`src/rtl/twsbp_pkg.sv`:
```
package twsbp_pkg;

  // ==========================================================================
  // Timing
  // ==========================================================================
  localparam int CLK_NS       = 25;
  // Half of a serial clock period that this end produces as master.
  localparam int HALF_NS      = 5000;
  localparam int HALF_CYC     = (HALF_NS + CLK_NS - 1) / CLK_NS;
  // Least time the bus still counts as busy after a stop condition.
  localparam int BUS_FREE_NS  = 4700;
  localparam int BUS_FREE_CYC = (BUS_FREE_NS + CLK_NS - 1) / CLK_NS;
  localparam logic [7:0] HALF_LAST = 8'(HALF_CYC - 1);
  localparam logic [7:0] FREE_LAST = 8'(BUS_FREE_CYC - 1);

  // ==========================================================================
  // Framing and reset values
  // ==========================================================================
  localparam logic [3:0] BYTE_BITS = 4'h8;
  localparam logic [3:0] ACK_SLOT  = 4'h9;
  localparam logic [1:0] LINE_IDLE = 2'h3;
  localparam logic [7:0] READ_FILL = 8'hff;

  // ==========================================================================
  // Commands, carriers and states
  // ==========================================================================
  typedef enum logic [1:0] {
    OP_START = 2'h0,
    OP_WRITE = 2'h1,
    OP_READ  = 2'h2,
    OP_STOP  = 2'h3
  } twsbp_op_t;

  typedef struct packed {
    twsbp_op_t  op;
    logic [7:0] data;
    logic       last;
  } twsbp_cmd_t;

  typedef struct packed {
    logic [7:0] data;
    logic       valid;
  } twsbp_byte_t;

  typedef enum logic [3:0] {
    M_IDLE  = 4'h0,
    M_START = 4'h1,
    M_HOLD  = 4'h2,
    M_LOW   = 4'h3,
    M_RISE  = 4'h4,
    M_HIGH  = 4'h5,
    M_RS1   = 4'h6,
    M_RS2   = 4'h7,
    M_STOP1 = 4'h8,
    M_STOP2 = 4'h9,
    M_STOP3 = 4'ha
  } twsbp_mst_t;

  typedef enum logic [2:0] {
    S_IDLE = 3'h0,
    S_ADDR = 3'h1,
    S_RX   = 3'h2,
    S_TX   = 3'h3,
    S_SKIP = 3'h4
  } twsbp_sst_t;

endpackage : twsbp_pkg

```
`src/rtl/twsbp_sync.sv`:
```
`timescale 1ns/100ps
// Two-stage synchroniser for the bus lines; reset to the idle-high level.
module twsbp_sync (
  input  wire logic       clock,
  input  wire logic       srst,
  input  wire logic [1:0] din,
  output logic      [1:0] dout
);

  logic [1:0] meta_q;

  for (genvar i = 0; i < 2; i++) begin : g_bit
    always_ff @(posedge clock) begin
      if (srst) begin
        meta_q[i] <= twsbp_pkg::LINE_IDLE[i];
        dout[i]   <= twsbp_pkg::LINE_IDLE[i];
      end else begin
        meta_q[i] <= din[i];
        dout[i]   <= meta_q[i];
      end
    end
  end

endmodule : twsbp_sync

```
`src/rtl/twsbp_engine.sv`:
```
`timescale 1ns/100ps
module twsbp_engine (
  input  wire logic                    clock,
  input  wire logic                    srst,
  input  wire logic                    scl_in,
  output logic                         scl_out,
  output logic                         scl_oe,
  input  wire logic                    serial_data_line_in,
  output logic                         serial_data_line_out,
  output logic                         serial_data_line_oe,
  input  wire logic                    slave_en,
  input  wire logic [6:0]              own_addr,
  input  wire twsbp_pkg::twsbp_cmd_t   cmd,
  input  wire logic                    cmd_valid,
  output logic                         cmd_ready,
  output twsbp_pkg::twsbp_byte_t       rd_byte,
  output logic                         nack,
  output logic                         abort,
  output logic                         master_act,
  output logic                         bus_busy,
  output twsbp_pkg::twsbp_byte_t       slv_rx,
  input  wire logic                    slv_rx_take,
  input  wire logic [7:0]              slv_tx_data,
  output logic                         slv_addressed,
  output logic                         slv_read
);

  function automatic logic is_ack(input logic [3:0] cnt);
    return cnt == twsbp_pkg::BYTE_BITS;
  endfunction : is_ack

  // ==========================================================================
  // Line sampling and bus condition detection
  // ==========================================================================
  logic [1:0] line_s;
  logic       scl_s, sda_s, scl_p_q, sda_p_q;
  logic       start_det, stop_det, rise, fall;
  logic       busy_d;
  logic [7:0] free_q, free_d;
  logic       stop_seen_q, stop_seen_d;

  twsbp_sync u_sync (
    .clock (clock),
    .srst  (srst),
    .din   ({scl_in, serial_data_line_in}),
    .dout  (line_s)
  );

  assign scl_s     = line_s[1];
  assign sda_s     = line_s[0];
  assign start_det = scl_s && scl_p_q && sda_p_q && !sda_s;
  assign stop_det  = scl_s && scl_p_q && !sda_p_q && sda_s;
  assign rise      = scl_s && !scl_p_q;
  assign fall      = !scl_s && scl_p_q;

  always_comb begin
    busy_d      = bus_busy;
    free_d      = free_q;
    stop_seen_d = stop_seen_q;
    if (start_det) begin
      busy_d      = 1'b1;
      stop_seen_d = 1'b0;
      free_d      = 8'h00;
    end else if (stop_det) begin
      stop_seen_d = 1'b1;
      free_d      = 8'h00;
    end else if (stop_seen_q) begin
      free_d = free_q + 8'h01;
      if (free_q == twsbp_pkg::FREE_LAST) begin
        busy_d      = 1'b0;
        stop_seen_d = 1'b0;
      end
    end
  end

  always_ff @(posedge clock) begin
    if (srst) begin
      scl_p_q     <= 1'b1;
      sda_p_q     <= 1'b1;
      bus_busy    <= 1'b0;
      free_q      <= 8'h00;
      stop_seen_q <= 1'b0;
    end else begin
      scl_p_q     <= scl_s;
      sda_p_q     <= sda_s;
      bus_busy    <= busy_d;
      free_q      <= free_d;
      stop_seen_q <= stop_seen_d;
    end
  end

  // ==========================================================================
  // Master sequencer
  // ==========================================================================
  twsbp_pkg::twsbp_mst_t  m_st_q, m_st_d;
  twsbp_pkg::twsbp_byte_t rd_d;
  logic [7:0] qcnt_q, qcnt_d, m_sh_q, m_sh_d;
  logic [3:0] m_bit_q, m_bit_d;
  logic       m_rd_q, m_rd_d, m_last_q, m_last_d;
  logic       m_scl_lo_q, m_scl_lo_d, m_sda_lo_q, m_sda_lo_d;
  logic       nack_d, abort_d, master_d, ready_d, tick, take, lost;

  assign tick = qcnt_q == twsbp_pkg::HALF_LAST;
  assign take = cmd_valid && cmd_ready;
  // Data bits a slave sends during a read, and its acknowledge on a write,
  // are not ours to compare.
  assign lost = !m_sda_lo_q && !sda_s
             && !(m_rd_q && !is_ack(m_bit_q))
             && !(!m_rd_q && is_ack(m_bit_q));

  always_comb begin
    m_st_d     = m_st_q;
    m_sh_d     = m_sh_q;
    m_bit_d    = m_bit_q;
    m_rd_d     = m_rd_q;
    m_last_d   = m_last_q;
    m_scl_lo_d = m_scl_lo_q;
    m_sda_lo_d = m_sda_lo_q;
    rd_d       = rd_byte;
    rd_d.valid = 1'b0;
    nack_d     = nack;
    abort_d    = 1'b0;
    master_d   = master_act;
    qcnt_d     = qcnt_q + 8'h01;
    case (m_st_q)
      twsbp_pkg::M_IDLE: begin
        m_scl_lo_d = 1'b0;
        m_sda_lo_d = 1'b0;
        // Non-start commands taken here are dropped: no bus is owned yet.
        if (take && cmd.op == twsbp_pkg::OP_START) begin
          m_st_d = twsbp_pkg::M_START;
        end
      end
      twsbp_pkg::M_START: begin
        m_sda_lo_d = 1'b1;
        master_d   = 1'b1;
        if (tick) begin
          m_scl_lo_d = 1'b1;
          m_st_d     = twsbp_pkg::M_HOLD;
        end
      end
      twsbp_pkg::M_HOLD: begin
        if (take) begin
          m_bit_d = 4'h0;
          case (cmd.op)
            twsbp_pkg::OP_WRITE: begin
              m_sh_d = cmd.data;
              m_rd_d = 1'b0;
              m_st_d = twsbp_pkg::M_LOW;
            end
            twsbp_pkg::OP_READ: begin
              m_sh_d   = twsbp_pkg::READ_FILL;
              m_rd_d   = 1'b1;
              m_last_d = cmd.last;
              m_st_d   = twsbp_pkg::M_LOW;
            end
            twsbp_pkg::OP_START: m_st_d = twsbp_pkg::M_RS1;
            default:             m_st_d = twsbp_pkg::M_STOP1;
          endcase
        end
      end
      twsbp_pkg::M_LOW: begin
        m_scl_lo_d = 1'b1;
        if (is_ack(m_bit_q)) begin
          m_sda_lo_d = m_rd_q && !m_last_q;
        end else begin
          m_sda_lo_d = !m_rd_q && !m_sh_q[7];
        end
        if (tick) begin
          m_st_d = twsbp_pkg::M_RISE;
        end
      end
      twsbp_pkg::M_RISE: begin
        m_scl_lo_d = 1'b0;
        if (scl_s) begin
          m_st_d = twsbp_pkg::M_HIGH;
        end
      end
      twsbp_pkg::M_HIGH: begin
        if (start_det || stop_det || (tick && lost)) begin
          m_st_d     = twsbp_pkg::M_IDLE;
          m_scl_lo_d = 1'b0;
          m_sda_lo_d = 1'b0;
          master_d   = 1'b0;
          abort_d    = 1'b1;
        end else if (tick) begin
          m_scl_lo_d = 1'b1;
          if (is_ack(m_bit_q)) begin
            m_st_d = twsbp_pkg::M_HOLD;
            if (m_rd_q) begin
              rd_d = '{data: m_sh_q, valid: 1'b1};
            end else begin
              nack_d = sda_s;
            end
          end else begin
            m_sh_d  = {m_sh_q[6:0], sda_s};
            m_bit_d = m_bit_q + 4'h1;
            m_st_d  = twsbp_pkg::M_LOW;
          end
        end
      end
      twsbp_pkg::M_RS1: begin
        m_scl_lo_d = 1'b1;
        m_sda_lo_d = 1'b0;
        if (tick) begin
          m_st_d = twsbp_pkg::M_RS2;
        end
      end
      twsbp_pkg::M_RS2, twsbp_pkg::M_STOP2: begin
        m_scl_lo_d = 1'b0;
        if (!scl_s) begin
          qcnt_d = 8'h00;
        end else if (tick) begin
          m_st_d = (m_st_q == twsbp_pkg::M_RS2) ? twsbp_pkg::M_START
                                                 : twsbp_pkg::M_STOP3;
        end
      end
      twsbp_pkg::M_STOP1: begin
        m_scl_lo_d = 1'b1;
        m_sda_lo_d = 1'b1;
        if (tick) begin
          m_st_d = twsbp_pkg::M_STOP2;
        end
      end
      twsbp_pkg::M_STOP3: begin
        m_sda_lo_d = 1'b0;
        if (tick) begin
          m_st_d   = twsbp_pkg::M_IDLE;
          master_d = 1'b0;
        end
      end
      default: begin
        m_st_d     = twsbp_pkg::M_IDLE;
        m_scl_lo_d = 1'b0;
        m_sda_lo_d = 1'b0;
      end
    endcase
    if (m_st_d != m_st_q) begin
      qcnt_d = 8'h00;
    end
    ready_d = (m_st_d == twsbp_pkg::M_IDLE && !busy_d)
           || m_st_d == twsbp_pkg::M_HOLD;
  end

  always_ff @(posedge clock) begin
    if (srst) begin
      m_st_q     <= twsbp_pkg::M_IDLE;
      qcnt_q     <= 8'h00;
      m_sh_q     <= 8'h00;
      m_bit_q    <= 4'h0;
      m_rd_q     <= 1'b0;
      m_last_q   <= 1'b0;
      m_scl_lo_q <= 1'b0;
      m_sda_lo_q <= 1'b0;
      rd_byte    <= '0;
      nack       <= 1'b0;
      abort      <= 1'b0;
      master_act <= 1'b0;
      cmd_ready  <= 1'b0;
    end else begin
      m_st_q     <= m_st_d;
      qcnt_q     <= qcnt_d;
      m_sh_q     <= m_sh_d;
      m_bit_q    <= m_bit_d;
      m_rd_q     <= m_rd_d;
      m_last_q   <= m_last_d;
      m_scl_lo_q <= m_scl_lo_d;
      m_sda_lo_q <= m_sda_lo_d;
      rd_byte    <= rd_d;
      nack       <= nack_d;
      abort      <= abort_d;
      master_act <= master_d;
      cmd_ready  <= ready_d;
    end
  end

  // ==========================================================================
  // Slave responder
  // ==========================================================================
  twsbp_pkg::twsbp_sst_t  s_st_q, s_st_d;
  twsbp_pkg::twsbp_byte_t rx_d;
  logic [3:0] s_cnt_q, s_cnt_d;
  logic [7:0] s_sh_q, s_sh_d;
  logic       s_sda_lo_q, s_sda_lo_d, s_nk_q, s_nk_d, s_adr_d, s_rd_d;

  always_comb begin
    s_st_d     = s_st_q;
    s_cnt_d    = s_cnt_q;
    s_sh_d     = s_sh_q;
    s_sda_lo_d = s_sda_lo_q;
    s_nk_d     = s_nk_q;
    s_adr_d    = slv_addressed;
    s_rd_d     = slv_read;
    rx_d       = slv_rx;
    if (slv_rx_take) begin
      rx_d.valid = 1'b0;
    end
    if (start_det) begin
      s_st_d     = twsbp_pkg::S_ADDR;
      s_cnt_d    = 4'h0;
      s_sda_lo_d = 1'b0;
      s_adr_d    = 1'b0;
    end else if (stop_det) begin
      s_st_d     = twsbp_pkg::S_IDLE;
      s_sda_lo_d = 1'b0;
      s_adr_d    = 1'b0;
      rx_d.valid = 1'b0;
    end else if (s_st_q != twsbp_pkg::S_IDLE
              && s_st_q != twsbp_pkg::S_SKIP) begin
      if (rise) begin
        s_cnt_d = s_cnt_q + 4'h1;
        if (is_ack(s_cnt_q)) begin
          s_nk_d = sda_s;
        end else begin
          s_sh_d = {s_sh_q[6:0], sda_s};
        end
      end else if (fall) begin
        if (is_ack(s_cnt_q)) begin
          case (s_st_q)
            twsbp_pkg::S_ADDR: begin
              if (slave_en && !master_act && s_sh_q[7:1] == own_addr) begin
                s_sda_lo_d = 1'b1;
                s_adr_d    = 1'b1;
                s_rd_d     = s_sh_q[0];
              end else begin
                s_st_d = twsbp_pkg::S_SKIP;
              end
            end
            twsbp_pkg::S_RX: begin
              // An untaken byte is overwritten by the next one.
              rx_d       = '{data: s_sh_q, valid: 1'b1};
              s_sda_lo_d = 1'b1;
            end
            default: s_sda_lo_d = 1'b0;
          endcase
        end else if (s_cnt_q == twsbp_pkg::ACK_SLOT) begin
          s_cnt_d    = 4'h0;
          s_sda_lo_d = 1'b0;
          if (s_st_q == twsbp_pkg::S_RX
              || (s_st_q == twsbp_pkg::S_ADDR && !slv_read)) begin
            s_st_d = twsbp_pkg::S_RX;
          end else if (s_st_q == twsbp_pkg::S_TX && s_nk_q) begin
            s_st_d = twsbp_pkg::S_SKIP;
          end else begin
            s_st_d     = twsbp_pkg::S_TX;
            s_sh_d     = slv_tx_data;
            s_sda_lo_d = !slv_tx_data[7];
          end
        end else if (s_st_q == twsbp_pkg::S_TX) begin
          s_sda_lo_d = !s_sh_q[7];
        end
      end
    end
  end

  always_ff @(posedge clock) begin
    if (srst) begin
      s_st_q        <= twsbp_pkg::S_IDLE;
      s_cnt_q       <= 4'h0;
      s_sh_q        <= 8'h00;
      s_sda_lo_q    <= 1'b0;
      s_nk_q        <= 1'b0;
      slv_addressed <= 1'b0;
      slv_read      <= 1'b0;
      slv_rx        <= '0;
    end else begin
      s_st_q        <= s_st_d;
      s_cnt_q       <= s_cnt_d;
      s_sh_q        <= s_sh_d;
      s_sda_lo_q    <= s_sda_lo_d;
      s_nk_q        <= s_nk_d;
      slv_addressed <= s_adr_d;
      slv_read      <= s_rd_d;
      slv_rx        <= rx_d;
    end
  end

  // ==========================================================================
  // Open-drain pin drivers
  // ==========================================================================
  always_ff @(posedge clock) begin
    if (srst) begin
      scl_out              <= 1'b0;
      serial_data_line_out <= 1'b0;
      scl_oe               <= 1'b0;
      serial_data_line_oe  <= 1'b0;
    end else begin
      scl_out              <= 1'b0;
      serial_data_line_out <= 1'b0;
      scl_oe               <= m_scl_lo_q;
      serial_data_line_oe  <= m_sda_lo_q || s_sda_lo_q;
    end
  end
endmodule : twsbp_engine

```
`config.mk`:
```
export PLATFORM = sky130hd
export DESIGN_NAME = twsbp_engine
export DESIGN_NICKNAME = d
export VERILOG_FILES = /design/src/rtl/twsbp_pkg.sv /design/src/rtl/twsbp_sync.sv /design/src/rtl/twsbp_engine.sv
export SDC_FILE = /design/constraint.sdc
export NUM_CORES = 1
export LEC_CHECK = 0
export ABC_AREA = 1
export BUFFER_PORTS_ARGS = -buffer_cell sky130_fd_sc_hd__buf_2
export CORE_UTILIZATION = 50
export CTS_CLUSTER_DIAMETER = 80
export CTS_CLUSTER_SIZE = 40
export DETAILED_ROUTE_END_ITERATION = 10
export PLACE_DENSITY_LB_ADDON = 0.25
export SLEW_MARGIN = 30
export SYNTH_ARGS = -nofsm -noshare
export SYNTH_HDL_FRONTEND = slang
export SYNTH_SLANG_ARGS = --single-unit
```
`constraint.sdc`:
```
create_clock -name clock -period 2.7 [get_ports clock]
set_input_delay 0.54 -clock clock [delete_from_list [all_inputs] [get_ports clock]]
set_output_delay 0.54 -clock clock [all_outputs]
set_load 0.02 [all_outputs]
```
# --- Word-level counts from Yosys, hierarchy flattened ---
# Cells that the tools add are included.
classes:
  n_addsub: 4
  n_eq_ne: 40
  n_mux: 84
  bitwise_logic: 10
  n_reduce_logical: 86
op_table:
  columns: ["cell", "n"]
  rows:
  - ["$mux 8", 13]
  - ["$mux 4", 21]
  - ["$pmux 4 s10", 1]
  - ["$mux 1", 34]
  - ["$pmux 8 s2", 2]
  - ["$reduce_and 5->1", 6]
  - ["$eq 4x4->1 const B", 6]
  - ["$reduce_and 6->1", 4]
  - ["$logic_and 1x1->1", 23]
  - ["$ne 2x2->1 const B", 10]
  - ["$mux 3", 6]
  - ["$add 8x1->8 const B", 2]
  - ["$eq 4x3->1 const B", 4]
  - ["$eq 8x8->1 const B", 2]
  - ["$logic_not 1->1", 16]
  - ["$pmux 4 s2", 2]
  - ["$reduce_and 8->1", 2]
  - ["$reduce_bool 3->1", 5]
  - ["$reduce_or 2->1", 7]
  - ["$eq 4x2->1 const B", 3]
  - ["$ne 3x3->1 const B", 4]
  - ["$not 1->1", 10]
  - ["$reduce_bool 2->1", 5]
  - ["$reduce_and 3->1", 3]
  - ["23 further kinds", 33]
word_totals:
  register_bits: 87
  output_inout_bits: 29
  wordCells: 259

# --- Longest topological paths before layout ---
logic_depth:
  depth_word: 13
  mapped_depth: 14
  mapped_depth_nobuf: 14

# --- Modules after synthesis ---
# A second synthesis with hierarchy kept.
unflattened:
  hier_cells: 643
  area_unflattened_um2: 4508.1
by_module_without_submodules:
  columns: ["module", "n_inst", "cells_per_inst", "area_each_um2", "seq_area_each_um2"]
  rows:
  - ["twsbp_engine", 1, 630, 4391.7, 1661.6]
  - ["twsbp_sync", 1, 13, 116.4, 80.1]

# --- Least setup slack after synthesis ---
# No wires, ideal clock.
synth_timing:
  kind: "flip-flop to flip-flop"
  startpoint: "register u_sync.dout[1]"
  endpoint: "register s_sh_q[6]"
  arrival_ps: 1707
  required_time_ps: 2580
  setup_slack_ps: 873
  path_stages_with_launch: 9
  path_buffers: 1
  synth_period_minus_slack_ps: 1827
  path_cell_list: "dfxtp_1 -> inv_1 -> ha_1 -> or2_2 -> nor2_1 -> o211ai_2 -> buf_2 -> o21ai_0 -> a21oi_1"
synth_between:
  elab_chain_cells: 5
  elab_cells_between_ends: 16
  classes_between: "eq/ne (2); mux (1); bitwise (2); reduce/logical (11)"
synth_rtl:
  columns: ["element", "line", "text"]
  rows:
  - ["from (decl)", "twsbp_sync.sv:7", "output logic [1:0] dout"]
  - ["from (signal, indexed assignment)", "twsbp_sync.sv:16", "dout[i] <= twsbp_pkg::LINE_IDLE[i];"]
  - ["from (signal, indexed assignment)", "twsbp_sync.sv:19", "dout[i] <= meta_q[i];"]
  - ["$logic_and 1x1->1", "twsbp_engine.sv:51, twsbp_engine.sv:52", null]
  - ["$logic_and 1x1->1, on equally long branches (2 in series)", "twsbp_engine.sv:52, twsbp_engine.sv:51", null]
  - ["$not 1->1 (no line)", null, null]
  - ["$reduce_and 8->1 (no line)", null, null]
  - ["to (signal assigned)", "twsbp_engine.sv:369", "s_sh_q <= s_sh_d;"]
  - ["to (decl)", "twsbp_engine.sv:283", "logic [7:0] s_sh_q, s_sh_d;"]
# Parallel ways exist; a longest one is shown, timed or not.
# A chain may end at the register's enable or synchronous reset.

# --- Worst setup path after layout ---
layout_timing:
  startpoint: "register u_sync.dout[1]"
  endpoint: "register s_cnt_q[0]"
layout_between:
  elab_chain_cells: 5
  elab_cells_between_ends: 15
  classes_between: "eq/ne (1); mux (1); bitwise (1); reduce/logical (12)"
layout_rtl:
  columns: ["element", "line", "text"]
  rows:
  - ["$logic_and 1x1->1", "twsbp_engine.sv:51, twsbp_engine.sv:52", null]
  - ["$logic_and 1x1->1 (2 in series)", "twsbp_engine.sv:52", "assign stop_det = scl_s && scl_p_q && !sda_p_q && sda_s;"]
  - ["$not 1->1 (no line)", null, null]
  - ["$reduce_and 5->1 (no line)", null, null]
  - ["to (signal assigned)", "twsbp_engine.sv:368", "s_cnt_q <= s_cnt_d;"]
  - ["to (decl)", "twsbp_engine.sv:282", "logic [3:0] s_cnt_q, s_cnt_d;"]
# Parallel ways exist; a longest one is shown, timed or not.

==> flow_metrics.env <==
export IMPL_drt_iter0_markers=154
export IMPL_initial_core_util=0.521
export IMPL_seq_area_frac_synth=0.382
export IMPL_slew_headroom=0.614
export IMPL_die_area_um2=9510
export IMPL_final_core_util=0.583
export IMPL_drv_slew=0
export IMPL_period_needed_ns=2.25
export IMPL_cp_top_family="simple AND/OR/NAND/NOR gates"
export IMPL_grtUsageTotal=0.232
export IMPL_skew_ns=0.00994
export IMPL_layout_setup_ws_ns=0.451
export IMPL_port_buffer_count=59
export IMPL_grt_max_degree=25
export IMPL_clock_latency_ns=0.35
export IMPL_first_pass_iters=5
export IMPL_synth_ff_type="dfxtp_1"
export IMPL_first_global_vias=4161
export IMPL_drive_gt1_frac=0.175
export IMPL_globalplace_congestion=0.965
export IMPL_cp_depth=8
export IMPL_place_ws_ns=0.511
export IMPL_yosys_warnings=0
export IMPL_gr_total_overflow=0
export IMPL_fmax_ghz=0.445
export IMPL_synthTopCellsByArea="dfxtp_1, nand2_1, o21ai_0, nor2_1, a21oi_1"
export IMPL_leakage_uw=0.00233
export IMPL_cts_max_level=3
export IMPL_cts_sinks=87
export IMPL_cp_common_cell="nor2_1"
export IMPL_hold_buffers=0
export IMPL_grt_setup_unrepaired="no"
export IMPL_synth_edff_count=0
export IMPL_final_setup_tns_ns=0
export IMPL_synth_largest_area_cell="dfxtp_1"
export IMPL_reg2regPathDepth=8
export IMPL_finalNonFillerCells=818
export IMPL_vias=4331
export IMPL_cts_repair_resized=0
export IMPL_cp_endpoint="s_cnt_q[0]$_SDFFE_PP0P_"
export IMPL_placed_cells=802
export IMPL_min_path_cells=2
export IMPL_r2r_start="u_sync.dout[1]$_SDFF_PP1_"
export IMPL_drtAntennaViolNets=0
export IMPL_crit_arrival_ns=2.50
export IMPL_clk_path_buf_depth=2
export IMPL_antenna_found_initial=0
export IMPL_io_pins=62
export IMPL_synth_area_um2=4560
export IMPL_required_ns=2.95
export IMPL_cts_made_buffers=9
export IMPL_via_per_inst=5.29
export IMPL_final_nets=752
export IMPL_power_density_nw_per_um2=473
export IMPL_drt_total_wl_mm=10.6
export IMPL_timing_rr_end="s_cnt_q[0]$_SDFFE_PP0P_"
export IMPL_clk_pin_slew_ns=0.09
export IMPL_startpoint_type="register"
export IMPL_core_um2=8760
export IMPL_wl_per_cell_um=13.0
export IMPL_hold_viol=0
export IMPL_synth_avg_cell_area_um2=6.99
export IMPL_die_w_um=97.5
export IMPL_grt_pass1_wl_mm=18.4
export IMPL_cts_root_buf="clkbuf_8"
export IMPL_vdd_drop_max_v=0.000233
export IMPL_crit_chain="ha_1 > inv_1 > nand2_1 > o21ai_0 > nor3_2 > nor2_1 > a31oi_1 > nor2_1"
export IMPL_worstHoldPathType="in2reg"
export IMPL_rows=34
export IMPL_ys_seq_elements=87
export IMPL_end_kind="register"
export IMPL_ys_types=44
export IMPL_path_max_fanout=20
export IMPL_syn2layout_area_growth_pct=11.9
export IMPL_slowest_stage="dfxtp_1"
export IMPL_cpPeakStageDelay_ns=0.49
export IMPL_ff2ff_setup_slack_ns=0.45
export IMPL_status="finished clean"
export IMPL_cts_tree="done"
export IMPL_n_antenna_cell=0
export IMPL_max_cap_violations=0
export IMPL_tightest_slew_ns=0.577
export IMPL_die_y_um=97.5
export IMPL_synth_top_area_share=0.382
export IMPL_syn_inst=653
export IMPL_path_buf_inv=1
export IMPL_cts_setup_buffers=0
export IMPL_crit_path_start="u_sync.dout[1]$_SDFF_PP1_"
export IMPL_async_flop_share=0
export IMPL_finalSetupViolations=0
export IMPL_drc=0
export IMPL_dp_final_hpwl_mm=7.90
export IMPL_post_route_period_util=0.833
export IMPL_criticalPathCategory="reg2reg"
-- power by group --
group	switching, µW	leakage, µW	total [µW]	internal, µW
Combinational	107	0.00152	170	63.2
Sequential	12.2	0.000703	1310	1300
Clock	497	0.000105	937	440
-- cell families after synthesis --
logic type,synth area share
AND/OR/NAND/NOR,0.315
other,0.000822
adder cells (fa/ha/maj),0.0384
AO/OA/AOI/OAI,0.162
flip-flops,0.382
XOR/XNOR,0.00768
buffers and inverters,0.0946
-- cells in the final DEF, fill, tap and decap left out, types with 13 or more instances in the layout --
master   count
nor3_1      13
inv_1       72
ha_1        14
nor2_1      76
nand3_1     47
a21oi_1     56
o21ai_0     58
buf_2       59
dfxtp_1     87
nand2_1    121
-- how the worst min path moves through the flow --
stage / from / end / slack, ns
2_1_floorplan: u_sync.meta_q[0]$_SDFF_PP1_ / u_sync.dout[0]$_SDFF_PP1_ / 0.39
3_3_place_gp: u_sync.meta_q[0]$_SDFF_PP1_ / u_sync.dout[0]$_SDFF_PP1_ / 0.39
3_5_place_dp: u_sync.meta_q[1]$_SDFF_PP1_ / u_sync.dout[1]$_SDFF_PP1_ / 0.40
4_1_cts: serial_data_line_in / u_sync.meta_q[0]$_SDFF_PP1_ / 0.36
5_1_grt: serial_data_line_in / u_sync.meta_q[0]$_SDFF_PP1_ / 0.35
6_report: serial_data_line_in / u_sync.meta_q[0]$_SDFF_PP1_ / 0.37
-- layout make-up --
class	instances	area, µm²
Sequential cell	87	1740
Clock inverter	7	78.8
Inverter	84	315
Tap cell	108	135
Multi-Input combinational cell	461	2390
Fill cell	845	3660
Timing Repair Buffer	62	318
Clock buffer	9	124
-- flip-flops by register name, summed over array words and instances, names as in the netlist, 2 cells and up --
| register | flops |
|---|---|
| rd_byte | 9 |
| m_sh_q | 8 |
| s_st_q | 3 |
| m_bit_q | 4 |
| u_sync.meta_q | 2 |
| free_q | 8 |
| slv_rx | 9 |
| qcnt_q | 8 |
| s_cnt_q | 4 |
| s_sh_q | 8 |
| u_sync.dout | 2 |
| m_st_q | 4 |
-- metrics by stage --
stage | cell area (µm²) | hold slack (ns) | total power (µW)
2_1_floorplan | 4570 | 0.389 | 1450
3_3_place_gp | 4900 | 0.392 | 1500
3_5_place_dp | 4900 | 0.396 | 1510
4_1_cts | 5100 | 0.358 | 2440
5_1_grt | 5100 | 0.351 | 2520
6_report | 5100 | 0.370 | 2420
-- layer usage --
| layer | up-vias | GRT usage | part of all wire |
|---|---|---|---|
| li1 | 2239 | - | - |
| met1 | 1951 | 0.308 | 0.46 |
| met2 | 128 | 0.370 | 0.46 |
| met3 | 13 | 0.0511 | 0.062 |
| met4 | 0 | 0.0814 | 0.014 |
| met5 | - | 0 | 0 |
-- cell usage after synthesis (3+ instances only) --
| master | instances |
|---|---|
| nand2_1 | 121 |
| dfxtp_1 | 87 |
| nor2_1 | 76 |
| inv_1 | 72 |
| o21ai_0 | 58 |
| a21oi_1 | 56 |
| nand3_1 | 47 |
| ha_1 | 14 |
| clkbuf_1 | 13 |
| nor3_1 | 13 |
| inv_2 | 12 |
| nand4_1 | 11 |
| or2_2 | 7 |
| nor2_4 | 6 |
| nand2_2 | 5 |
| o21ai_1 | 5 |
| buf_4 | 4 |
| nand2_4 | 4 |
| a31oi_1 | 3 |
| buf_2 | 3 |
| nor2_2 | 3 |
Power figures use the tool's default switching activity.
